[config.mk]
export PLATFORM = sky130hd
export DESIGN_NAME = imzs_modulator
export DESIGN_NICKNAME = d
export VERILOG_FILES = /design/src/verilog/imzs_pkg.sv /design/src/verilog/imzs_smp_if.sv /design/src/verilog/imzs_interp.sv /design/src/verilog/imzs_modulator.sv
export VERILOG_INCLUDE_DIRS = /design/src /design/src/verilog
export SDC_FILE = /design/constraint.sdc
export NUM_CORES = 2
export LEC_CHECK = 0
export ABC_AREA = 0
export BUFFER_PORTS_ARGS = -buffer_cell sky130_fd_sc_hd__buf_2
export CAP_MARGIN = 20
export CORE_MARGIN = 5
export CORE_UTILIZATION = 50
export CTS_BUF_LIST = sky130_fd_sc_hd__clkbuf_8
export DETAILED_ROUTE_END_ITERATION = 8
export HOLD_SLACK_MARGIN = 0.03
export PLACE_DENSITY = 0.68
export SKIP_CTS_REPAIR_TIMING = 1
export SYNTH_ARGS = -nofsm -noshare
export SYNTH_HDL_FRONTEND = slang
export SYNTH_SLANG_ARGS = --single-unit
[constraint.sdc]
create_clock -name clk -period 11.7 [get_ports clk]
set_input_delay 2.34 -clock clk [delete_from_list [all_inputs] [get_ports clk]]
set_output_delay 2.34 -clock clk [all_outputs]
set_load 0.01 [all_outputs]
[src/verilog/imzs_defines.svh]
// Register offsets, field positions, reset values and fixed-point constants of the modulator block
`ifndef IMZS_DEFINES_SVH
`define IMZS_DEFINES_SVH

// ----------------------------------------------------------------------------
// Register offsets
// ----------------------------------------------------------------------------
`define IMZS_CTRL_ADDR   8'h01
`define IMZS_STAT_ADDR   8'h0F

// ----------------------------------------------------------------------------
// Control register field positions
// ----------------------------------------------------------------------------
`define IMZS_INTERP_MSB  7
`define IMZS_INTERP_LSB  6
`define IMZS_MOD_MSB     5
`define IMZS_MOD_LSB     4
`define IMZS_ZS_BIT      3
`define IMZS_CPLX_BIT    2
`define IMZS_SIGN_BIT    1

// ----------------------------------------------------------------------------
// Reset values and masks
// ----------------------------------------------------------------------------
`define IMZS_CTRL_MASK   8'hFE
`define IMZS_CTRL_RESET  8'h00
`define IMZS_MIDSCALE    16'h8000

// ----------------------------------------------------------------------------
// Fixed-point carrier coefficients, unity at bit 15
// ----------------------------------------------------------------------------
`define IMZS_COEF_FRAC   15
`define IMZS_COEF_ONE    18'sh08000
`define IMZS_COEF_707    18'sh05A82
`define IMZS_COEF_ZERO   18'sh00000
`define IMZS_SUM_MAX     20'sh07FFF
`define IMZS_SUM_MIN     20'shF8000
`define IMZS_SMP_MAX     16'h7FFF

`endif

[src/verilog/imzs_pkg.sv]
// Types shared by the modulator block files
package imzs_pkg;

    // ------------------------------------------------------------------------
    // Interpolation rate field encodings
    // ------------------------------------------------------------------------
    typedef enum logic [1:0] {
        IMZS_INTERP_1X = 2'h0,
        IMZS_INTERP_2X = 2'h1,
        IMZS_INTERP_4X = 2'h2,
        IMZS_INTERP_8X = 2'h3
    } imzs_interp_type;

    // ------------------------------------------------------------------------
    // Modulation frequency field encodings
    // ------------------------------------------------------------------------
    typedef enum logic [1:0] {
        IMZS_MOD_OFF = 2'h0,
        IMZS_MOD_FS2 = 2'h1,
        IMZS_MOD_FS4 = 2'h2,
        IMZS_MOD_FS8 = 2'h3
    } imzs_mod_type;

endpackage : imzs_pkg

[src/verilog/imzs_smp_if.sv]
// Sample and configuration carrier between the rate stage and the modulator
`timescale 1ns/1ps
interface imzs_smp_if;
    import imzs_pkg::*;

    imzs_interp_type interp;
    logic            zsOn;
    logic            restart;
    logic            step;
    logic            stuffSlot;
    logic [15:0]     iSmp;
    logic [15:0]     qSmp;

    modport src (
        input  interp,
        input  zsOn,
        input  restart,
        output step,
        output stuffSlot,
        output iSmp,
        output qSmp
    );

    modport snk (
        output interp,
        output zsOn,
        output restart,
        input  step,
        input  stuffSlot,
        input  iSmp,
        input  qSmp
    );

endinterface : imzs_smp_if
[src/verilog/imzs_interp.sv]
// Rate divider, input capture and sample-hold interpolation stage
`timescale 1ns/1ps
`include "imzs_defines.svh"
module imzs_interp
    import imzs_pkg::*;
(
    input  wire logic  clk,
    input  wire logic  srst,
    input  wire logic  [15:0] iIn,
    input  wire logic  [15:0] qIn,
    output logic       dataReq,
    imzs_smp_if.src    smp
);

    // ------------------------------------------------------------------------
    // Divider state
    // ------------------------------------------------------------------------
    logic [3:0]  cnt;
    logic [3:0]  next_cnt;
    logic        next_dataReq;
    logic        next_step;
    logic        next_stuff;
    logic [15:0] iHold;
    logic [15:0] qHold;
    logic [15:0] next_iHold;
    logic [15:0] next_qHold;

    // Last divider count: period minus one; period is the rate, doubled when stuffing
    function automatic logic [3:0] lastCount(input imzs_interp_type r, input logic zs);
        logic [4:0] period;
        period = 5'h01 << r;
        if (zs) begin
            period = period << 1;
        end
        return 4'(period - 5'h01);
    endfunction : lastCount

    // Next divider, request, stuff slot and held samples
    always_comb begin
        if (smp.restart || cnt == lastCount(smp.interp, smp.zsOn)) begin
            next_cnt = 4'h0;
        end else begin
            next_cnt = 4'(cnt + 4'h1);
        end
        next_dataReq = (next_cnt == 4'h0);
        next_stuff   = smp.zsOn && next_cnt[0]; // every other output slot
        next_step    = !next_stuff;
        // Zero-order hold stands in for the half-band filters
        next_iHold   = dataReq ? iIn : iHold;
        next_qHold   = dataReq ? qIn : qHold;
    end

    // Register divider and held samples
    always_ff @(posedge clk) begin
        if (srst) begin
            cnt           <= 4'h0;
            dataReq       <= 1'b0;
            smp.step      <= 1'b0;
            smp.stuffSlot <= 1'b0;
            iHold         <= 16'h0000;
            qHold         <= 16'h0000;
        end else begin
            cnt           <= next_cnt;
            dataReq       <= next_dataReq;
            smp.step      <= next_step;
            smp.stuffSlot <= next_stuff;
            iHold         <= next_iHold;
            qHold         <= next_qHold;
        end
    end

    assign smp.iSmp = iHold;
    assign smp.qSmp = qHold;

    // ------------------------------------------------------------------------
    // Checks
    // ------------------------------------------------------------------------
    logic [3:0] gap;
    logic       seen;

    // Cycles since the last request, invalid after a restart
    always_ff @(posedge clk) begin
        if (srst || smp.restart) begin
            gap  <= 4'h0;
            seen <= 1'b0;
        end else if (dataReq) begin
            gap  <= 4'h0;
            seen <= 1'b1;
        end else begin
            gap  <= 4'(gap + 4'h1);
        end
    end
endmodule : imzs_interp

[src/verilog/imzs_modulator.sv]
// Top of the interpolating modulator with complex mix and zero stuffing
// What this block does
// - Interpolation field 10 in control register 01h selects four-times interpolation.
// - Four-times real modulation multiplies filter outputs by 0, +1, 0, -1.
// - Interpolation field 11 selects eight-times interpolation.
// - Eight-times real modulation uses sine sequence 0,.707,1,.707,0,-.707,-1,-.707.
// - Control bit 3 high enables zero stuffing, low disables it.
// - Stuffing inserts one midscale sample 8000h after every interpolated sample.
// - Stuffing doubles output sample rate relative to input data rate.
// - Stuffing stage sits after the modulator, right before the converter.
// - Control bit 2 couples both channel modulators into one complex modulator.
// - Control bit 1 selects carrier exponent sign, choosing rejected sideband.
// - Modulation frequency programmable as half, quarter or eighth of the modulator sample rate, which is half the output rate when stuffing.
// - Interpolation field 00 bypasses interpolation, samples pass at input rate.
// - Field 01 interpolates by two, modulation alternates +1 and -1.
// - Bits 5 and 4 pick modulation frequency or modulation off.
// - With stuffing, data-rate divider divides by twice the interpolation rate.
//
// Implementation choices: the address map and the plain strobed port.
`timescale 1ns/1ps
`include "imzs_defines.svh"
module imzs_modulator
    import imzs_pkg::*;
(
    input  wire logic  clk,
    input  wire logic  srst,
    input  wire logic  [7:0]  regAddr,
    input  wire logic  [7:0]  regWrData,
    input  wire logic  regWr,
    input  wire logic  regRd,
    output logic       [7:0]  regRdData,
    input  wire logic  [15:0] iIn,
    input  wire logic  [15:0] qIn,
    output logic       dataReq,
    output logic       [15:0] iDac,
    output logic       [15:0] qDac
);

    // ------------------------------------------------------------------------
    // Arithmetic helpers
    // ------------------------------------------------------------------------

    // Sample times coefficient, rescaled to sample units
    function automatic logic signed [18:0] mulCoef(input logic signed [15:0] s,
                                                   input logic signed [17:0] c);
        logic signed [33:0] p;
        p = s * c;
        return p[`IMZS_COEF_FRAC+18:`IMZS_COEF_FRAC];
    endfunction : mulCoef

    // Clip a widened sum back to sixteen bits
    function automatic logic [15:0] sat16(input logic signed [19:0] x);
        logic [15:0] r;
        if (x > `IMZS_SUM_MAX) begin
            r = `IMZS_SMP_MAX;
        end else if (x < `IMZS_SUM_MIN) begin
            r = `IMZS_MIDSCALE;
        end else begin
            r = x[15:0];
        end
        return r;
    endfunction : sat16

    // Widen one product for summing
    function automatic logic signed [19:0] widen(input logic signed [18:0] a);
        return {a[18], a};
    endfunction : widen

    // Negation that clips the most negative code
    function automatic logic [15:0] neg16(input logic [15:0] x);
        // Sign bits replicated by hand: a sized cast of a concatenation pads with zeros
        return sat16(20'(-widen({{3{x[15]}}, x})));
    endfunction : neg16

    // Twos complement to offset binary for the converter
    function automatic logic [15:0] toOffset(input logic [15:0] x);
        return {~x[15], x[14:0]};
    endfunction : toOffset

    // Carrier lookup: cosine or sine term for the chosen frequency and phase
    function automatic logic signed [17:0] carrierCoef(input imzs_mod_type m,
                                                       input logic [2:0] ph,
                                                       input logic cosSel);
        logic [2:0]         idx;
        logic signed [17:0] r;
        idx = 3'h0;
        r   = `IMZS_COEF_ZERO;
        case (m)
            IMZS_MOD_FS8: begin
                idx = cosSel ? 3'(ph + 3'h2) : ph; // cosine leads by two steps
                case (idx)
                    3'h0: r = `IMZS_COEF_ZERO;
                    3'h1: r = `IMZS_COEF_707;
                    3'h2: r = `IMZS_COEF_ONE;
                    3'h3: r = `IMZS_COEF_707;
                    3'h4: r = `IMZS_COEF_ZERO;
                    3'h5: r = -`IMZS_COEF_707;
                    3'h6: r = -`IMZS_COEF_ONE;
                    default: r = -`IMZS_COEF_707;
                endcase
            end
            IMZS_MOD_FS4: begin
                idx = cosSel ? 3'({1'b0, ph[1:0]} + 3'h1) : {1'b0, ph[1:0]};
                case (idx[1:0])
                    2'h1: r = `IMZS_COEF_ONE;
                    2'h3: r = -`IMZS_COEF_ONE;
                    default: r = `IMZS_COEF_ZERO;
                endcase
            end
            IMZS_MOD_FS2: begin
                // No quadrature term exists at half rate
                r = !cosSel ? `IMZS_COEF_ZERO : (ph[0] ? -`IMZS_COEF_ONE : `IMZS_COEF_ONE);
            end
            default: begin
                r = cosSel ? `IMZS_COEF_ONE : `IMZS_COEF_ZERO;
            end
        endcase
        return r;
    endfunction : carrierCoef

    // ------------------------------------------------------------------------
    // Control register and field views
    // ------------------------------------------------------------------------
    logic [7:0]      ctrl;
    logic [7:0]      next_ctrl;
    logic            restart;
    logic            next_restart;
    logic [7:0]      next_regRdData;
    logic [2:0]      phase;
    imzs_interp_type interpSel;
    imzs_mod_type    modSel;
    logic            zsOn;
    logic            cplxOn;
    logic            signPos;

    assign interpSel = imzs_interp_type'(ctrl[`IMZS_INTERP_MSB:`IMZS_INTERP_LSB]);
    assign modSel    = imzs_mod_type'(ctrl[`IMZS_MOD_MSB:`IMZS_MOD_LSB]);
    assign zsOn      = ctrl[`IMZS_ZS_BIT];
    assign cplxOn    = ctrl[`IMZS_CPLX_BIT];
    assign signPos   = ctrl[`IMZS_SIGN_BIT];

    imzs_smp_if smp ();

    assign smp.interp  = interpSel;
    assign smp.zsOn    = zsOn;
    assign smp.restart = restart;

    // Rate divider and sample hold
    imzs_interp u_interp (
        .clk     (clk),
        .srst    (srst),
        .iIn     (iIn),
        .qIn     (qIn),
        .dataReq (dataReq),
        .smp     (smp)
    );

    // ------------------------------------------------------------------------
    // Register port
    // ------------------------------------------------------------------------

    // Decode writes and reads; reads answer one cycle later, else zero
    always_comb begin
        next_ctrl      = ctrl;
        next_restart   = 1'b0;
        next_regRdData = 8'h00;
        if (regWr && regAddr == `IMZS_CTRL_ADDR) begin
            next_ctrl    = regWrData & `IMZS_CTRL_MASK;
            // Any change of mode restarts divider and carrier together
            next_restart = (regWrData & `IMZS_CTRL_MASK) != ctrl;
        end
        if (regRd && regAddr == `IMZS_CTRL_ADDR) begin
            next_regRdData = ctrl;
        end else if (regRd && regAddr == `IMZS_STAT_ADDR) begin
            next_regRdData = {3'h0, phase, smp.step, smp.stuffSlot};
        end else begin
            next_regRdData = 8'h00;
        end
    end

    // Register control state
    always_ff @(posedge clk) begin
        if (srst) begin
            ctrl      <= `IMZS_CTRL_RESET;
            restart   <= 1'b0;
            regRdData <= 8'h00;
        end else begin
            ctrl      <= next_ctrl;
            restart   <= next_restart;
            regRdData <= next_regRdData;
        end
    end

    // ------------------------------------------------------------------------
    // Carrier phase and mixer
    // ------------------------------------------------------------------------
    logic [2:0]         next_phase;
    logic signed [17:0] cosC;
    logic signed [17:0] sinC;
    logic signed [17:0] sinS;
    logic signed [17:0] realC;
    logic [15:0]        iMix;
    logic [15:0]        qMix;
    logic [15:0]        next_iDac;
    logic [15:0]        next_qDac;

    // Phase steps once per modulator sample, not per stuffed slot
    always_comb begin
        if (restart) begin
            next_phase = 3'h0;
        end else if (smp.step) begin
            next_phase = 3'(phase + 3'h1);
        end else begin
            next_phase = phase;
        end
    end

    // Real or complex mix, then stuffing right before the converter
    always_comb begin
        cosC  = carrierCoef(modSel, phase, 1'b1);
        sinC  = carrierCoef(modSel, phase, 1'b0);
        sinS  = signPos ? sinC : 18'(-sinC);
        realC = (modSel == IMZS_MOD_FS4 || modSel == IMZS_MOD_FS8) ? sinC : cosC;
        if (cplxOn) begin
            // Overrange is clipped rather than wrapped
            iMix = sat16(widen(mulCoef(iIsmp(), cosC)) - widen(mulCoef(qIsmp(), sinS)));
            qMix = sat16(widen(mulCoef(iIsmp(), sinS)) + widen(mulCoef(qIsmp(), cosC)));
        end else begin
            iMix = sat16(widen(mulCoef(iIsmp(), realC)));
            qMix = sat16(widen(mulCoef(qIsmp(), realC)));
        end
        if (smp.stuffSlot) begin
            next_iDac = `IMZS_MIDSCALE;
            next_qDac = `IMZS_MIDSCALE;
        end else begin
            next_iDac = toOffset(iMix);
            next_qDac = toOffset(qMix);
        end
    end

    // Held samples seen as signed
    function automatic logic signed [15:0] iIsmp();
        return smp.iSmp;
    endfunction : iIsmp

    function automatic logic signed [15:0] qIsmp();
        return smp.qSmp;
    endfunction : qIsmp

    // Register phase and converter words
    always_ff @(posedge clk) begin
        if (srst) begin
            phase <= 3'h0;
            iDac  <= `IMZS_MIDSCALE;
            qDac  <= `IMZS_MIDSCALE;
        end else begin
            phase <= next_phase;
            iDac  <= next_iDac;
            qDac  <= next_qDac;
        end
    end
endmodule : imzs_modulator

==> impl_results.md <==
- Status: finished, final reports clean
- GRT met1 Usage: about a third
- Leak: 30.78 nW
- Final core area utilization: 52.78%
- CTS tree: built
- Worst path arrival time: approximately 11000 ps
- Worst Hold Path Cells: 2
- Non-Filler Instances: about 7600
- Fraction of registers with async set/reset: 0%
- Die Ht: 348.9 um
- H-tree depth: 3
- Most used cell, CP: fa_1
- Synth top area cells: fa_1, ha_1, inv_1, and2_1, dfxtp_1
- Final wirelength: roughly 140000 um
- R2r endpoint: qDac[7]
- # rows: approximately 120
- Cell count after synthesis: between 6000 and 7000
- CP peak stage delay: 640 ps
- Grt met2 use: approximately 40%
- Crit Path Class: reg2reg
- Skew-Pair Late Insertion Delay: approximately 540 ps
- Peak supply drop: ~0.000053 V
- Worst Hold Launch: u_interp.smp.qSmp[9]
- Yosys top cell area share: 51.52%
- Min-Delay Path Class: reg2reg
- Final nets: between 8000 and 9000
- Mean Syn Cell Area: 9.538 um2
- HPWL after detailed placement: between 100000 and 150000 um
- Setup violators final: 0
- Ys Warns: 0
- Power Dens Cells: roughly 25 mW/mm2
- Initial antenna violation count: 4
- CTS Buffer Depth: 2
- PortBufs: between 90 and 100
- Internal reg-to-reg setup slack: ~590 ps
- Final Cycle Share: between 90% and 100%
- CP max FO: 15
- Slew Viols, Final: 0
- Mapped Nets: 8105
- Worst Slack Setup Final: a little under 600 ps
- DRC violations left: 0
- # clock sinks: 90
- TritonRoute pass-1 iters: 5
- Clock skew: 36.19 ps
- FF-to-FF path depth: 40
- Largest net degree at the start of global routing: 51
- Worst Max-Slew Pin Slew: 1183 ps
- Library cells used by synthesis: between 70 and 80
- Via Count: 39130
- CORE AREA: ~0.11 mm2
- Post-synth EDFFs: 0
- CTS Buf Count: 9
- Die W: 348.9 um
- Setup TNS: 0 ps
- Cell Area, Synth: approximately 0.057 mm2
- Net switching power: slightly below 800 uW
- Biggest area consumer among synthesized cells: fa_1
- I/O pins: 93
- Vias per Instance: about 5.2
- Layout cell share with drive strength beyond 1: 4.854%
- Final total power: around 1.5 mW
- Vias in the first global route: about 43000
- Clock transition at the registers of the reported paths: approximately 120 ps
- Seq pwr share: between 20% and 30%
- Fmax: roughly 0.090 GHz
- M3 GR Usage: approximately 3.2%
- Hold Path Sink: u_interp.smp.qSmp[9]
- R2R Path Start: phase[1]
- Post-synth top flop: dfxtp_1
- GRT overflow: 0
- Period minus WS final: approximately 11000 ps
- Slowest stage cell, crit path: a21oi_1
- Clock network power share: ~17%
- Pre-CTS WS: -243.8 ps
- Routed wire per std cell: 18.16 um
- Worst EP required: roughly 12000 ps
- Switching Fraction: between 50% and 60%
- Area grow syn2layout: 4.948%
- DR iter-0 viols: roughly 2100
- Combinational share of power: between 50% and 60%
- Grt peak-use layer: met2
- Pint: around 750 uW
- ANT nets after route: 0
- Total GRT Usage: a little under a quarter
- First-pass GRT wire length: ~230000 um
- Die area: approximately 0.12 mm2
- Critical path endpoint category: register
- Startpoint types: register
- CTS Root Cell: clkbuf_8
- Placed Instances: approximately 7600
- Register area share after synthesis: under 10%
- Initial Util: between 50 and 60%
- Max Cap Viol: 0
- GP Congestion: ~0.93
- Flops & latches, synth: 90
- Rel. slew slack: a little over a fifth
- Final Hold Fails: 0
-- worst max-delay path by stage --
stage          slack, ps  endpoint  cells after the start      from
2_1_floorplan        700  qDac[10]                     46  phase[0]
3_3_place_gp        -110  qDac[13]                     42  phase[1]
3_5_place_dp        -240  qDac[13]                     42  phase[1]
4_1_cts             -310   iDac[0]                     42  phase[1]
5_1_grt              -10   iDac[6]                     42  phase[1]
6_report             590   qDac[7]                     40  phase[1]
-- sequential cells by signal, summed over array words and instances, names as in the netlist --
| signal | count |
|---|---|
| qDac | 16 |
| u_interp.dataReq | 1 |
| u_interp.smp.stuffSlot | 1 |
| restart | 1 |
| u_interp.smp.qSmp | 16 |
| regRdData | 8 |
| u_interp.smp.iSmp | 16 |
| iDac | 16 |
| ctrl | 7 |
| u_interp.cnt | 4 |
| phase | 3 |
| u_interp.smp.step | 1 |
-- cells in the final DEF (no fill, tap or decap), types with 16 or more instances in the layout --
cell type / Yosys / final
nor2b_1: 21 / 21
buf_4: 1 / 94
nand3_1: 59 / 59
a31oi_1: 16 / 16
inv_1: 1764 / 1764
nor3_1: 34 / 33
a211oi_1: 30 / 28
a21o_1: 66 / 65
a221oi_1: 20 / 19
fa_1: 1478 / 1478
xnor2_1: 172 / 170
nor2_1: 176 / 174
buf_2: 2 / 92
o21ai_0: 72 / 67
nand2_1: 373 / 373
mux2i_1: 33 / 33
nand2b_1: 31 / 31
dfxtp_1: 90 / 87
or2_2: 35 / 35
ha_1: 554 / 554
o21a_1: 30 / 30
a21oi_1: 145 / 141
o211ai_1: 17 / 17
xor2_1: 56 / 51
and2_1: 375 / 375
nand4_1: 22 / 22
-- final cells by class --
cell class / instances / area (um2)
antenna: 1 / 2.502
multi-input combinational: 3998 / 48550
inverter: 1765 / 6625
clock buffer: 9 / 123.9
timing repair buffer: 188 / 1197
clock inverter: 7 / 71.32
tap: 1512 / 1892
sequential: 90 / 1805
fill: 10480 / 53920
-- stage by stage --
| step | area, um2 | hold WS (ps) |
|---|---|---|
| final | 60270 | 518.7 |
| after global routing | 60270 | 540.3 |
| after CTS | 60120 | 523.7 |
| after detailed placement | 59930 | 492.2 |
| after global placement | 59920 | 477.9 |
| after floorplan | 57430 | 439.7 |
-- kinds of logic (layout without fill, tap and decap cells) --
family                   count (synthesis)  after routing  share of synthesized area (%)
AO/OA/AOI/OAI                          520            520                          6.112
multiplexers                            33             33                         0.5752
XOR/XNOR                               229            229                          3.517
other                                    0              1                              0
AND/OR/NAND/NOR                       1184           1184                          10.41
buffers and inverters                 1933           1969                          12.66
adder cells (fa/ha/maj)               2032           2032                          63.59
flip-flops                              90             90                          3.137
-- Yosys cell counts, types with 7 or more instances --
cell,count
a31o_2,7
o21ai_1,13
a21o_1,66
o21a_1,30
dfxtp_1,90
o211ai_1,17
o21bai_1,13
nor4_1,10
nor2b_1,21
xnor2_1,172
a21oi_1,145
xor2_1,56
a221oi_1,20
a211oi_1,30
and3_1,12
o22ai_1,8
a22o_1,8
a31oi_1,16
or3_1,9
and2_1,375
nor3_1,34
ha_1,554
inv_1,1764
a211oi_2,10
nand2_1,373
o21ai_0,72
nand2b_1,31
nand3_1,59
or2_2,35
a21boi_0,7
mux2i_1,33
nor2_1,176
clkbuf_1,159
nand4_1,22
fa_1,1478
-- per-layer routing --
metal | up-vias | part of all wire (%)
met2 | 1056 | 49
met3 | 163 | 6.0
met4 | 0 | 3.7
met1 | 20030 | 42
met5 | - | 0
li1 | 17880 | -
-- power by group through the flow --
| stage | logic (mW) | clock network [mW] | registers (mW) |
|---|---|---|---|
| after floorplan | 0.592 | 0 | 0.354 |
| after detailed placement | 0.868 | 0 | 0.374 |
| after global placement | 0.856 | 0 | 0.374 |
| final | 0.892 | 0.264 | 0.370 |
| after CTS | 0.876 | 0.279 | 0.368 |
| after global routing | 0.988 | 0.284 | 0.372 |
-- worst max-delay path: cells and delay by family (launching register included) --
kind / cells / cell delay (ps)
AO/OA/AOI/OAI: 17 / 3980
adder cells (fa/ha/maj): 10 / 3970
AND/OR/NAND/NOR: 6 / 1560
buffers and inverters: 7 / 1000
flip-flops: 1 / 380
No activity file was read; power rests on OpenSTA's default activity.
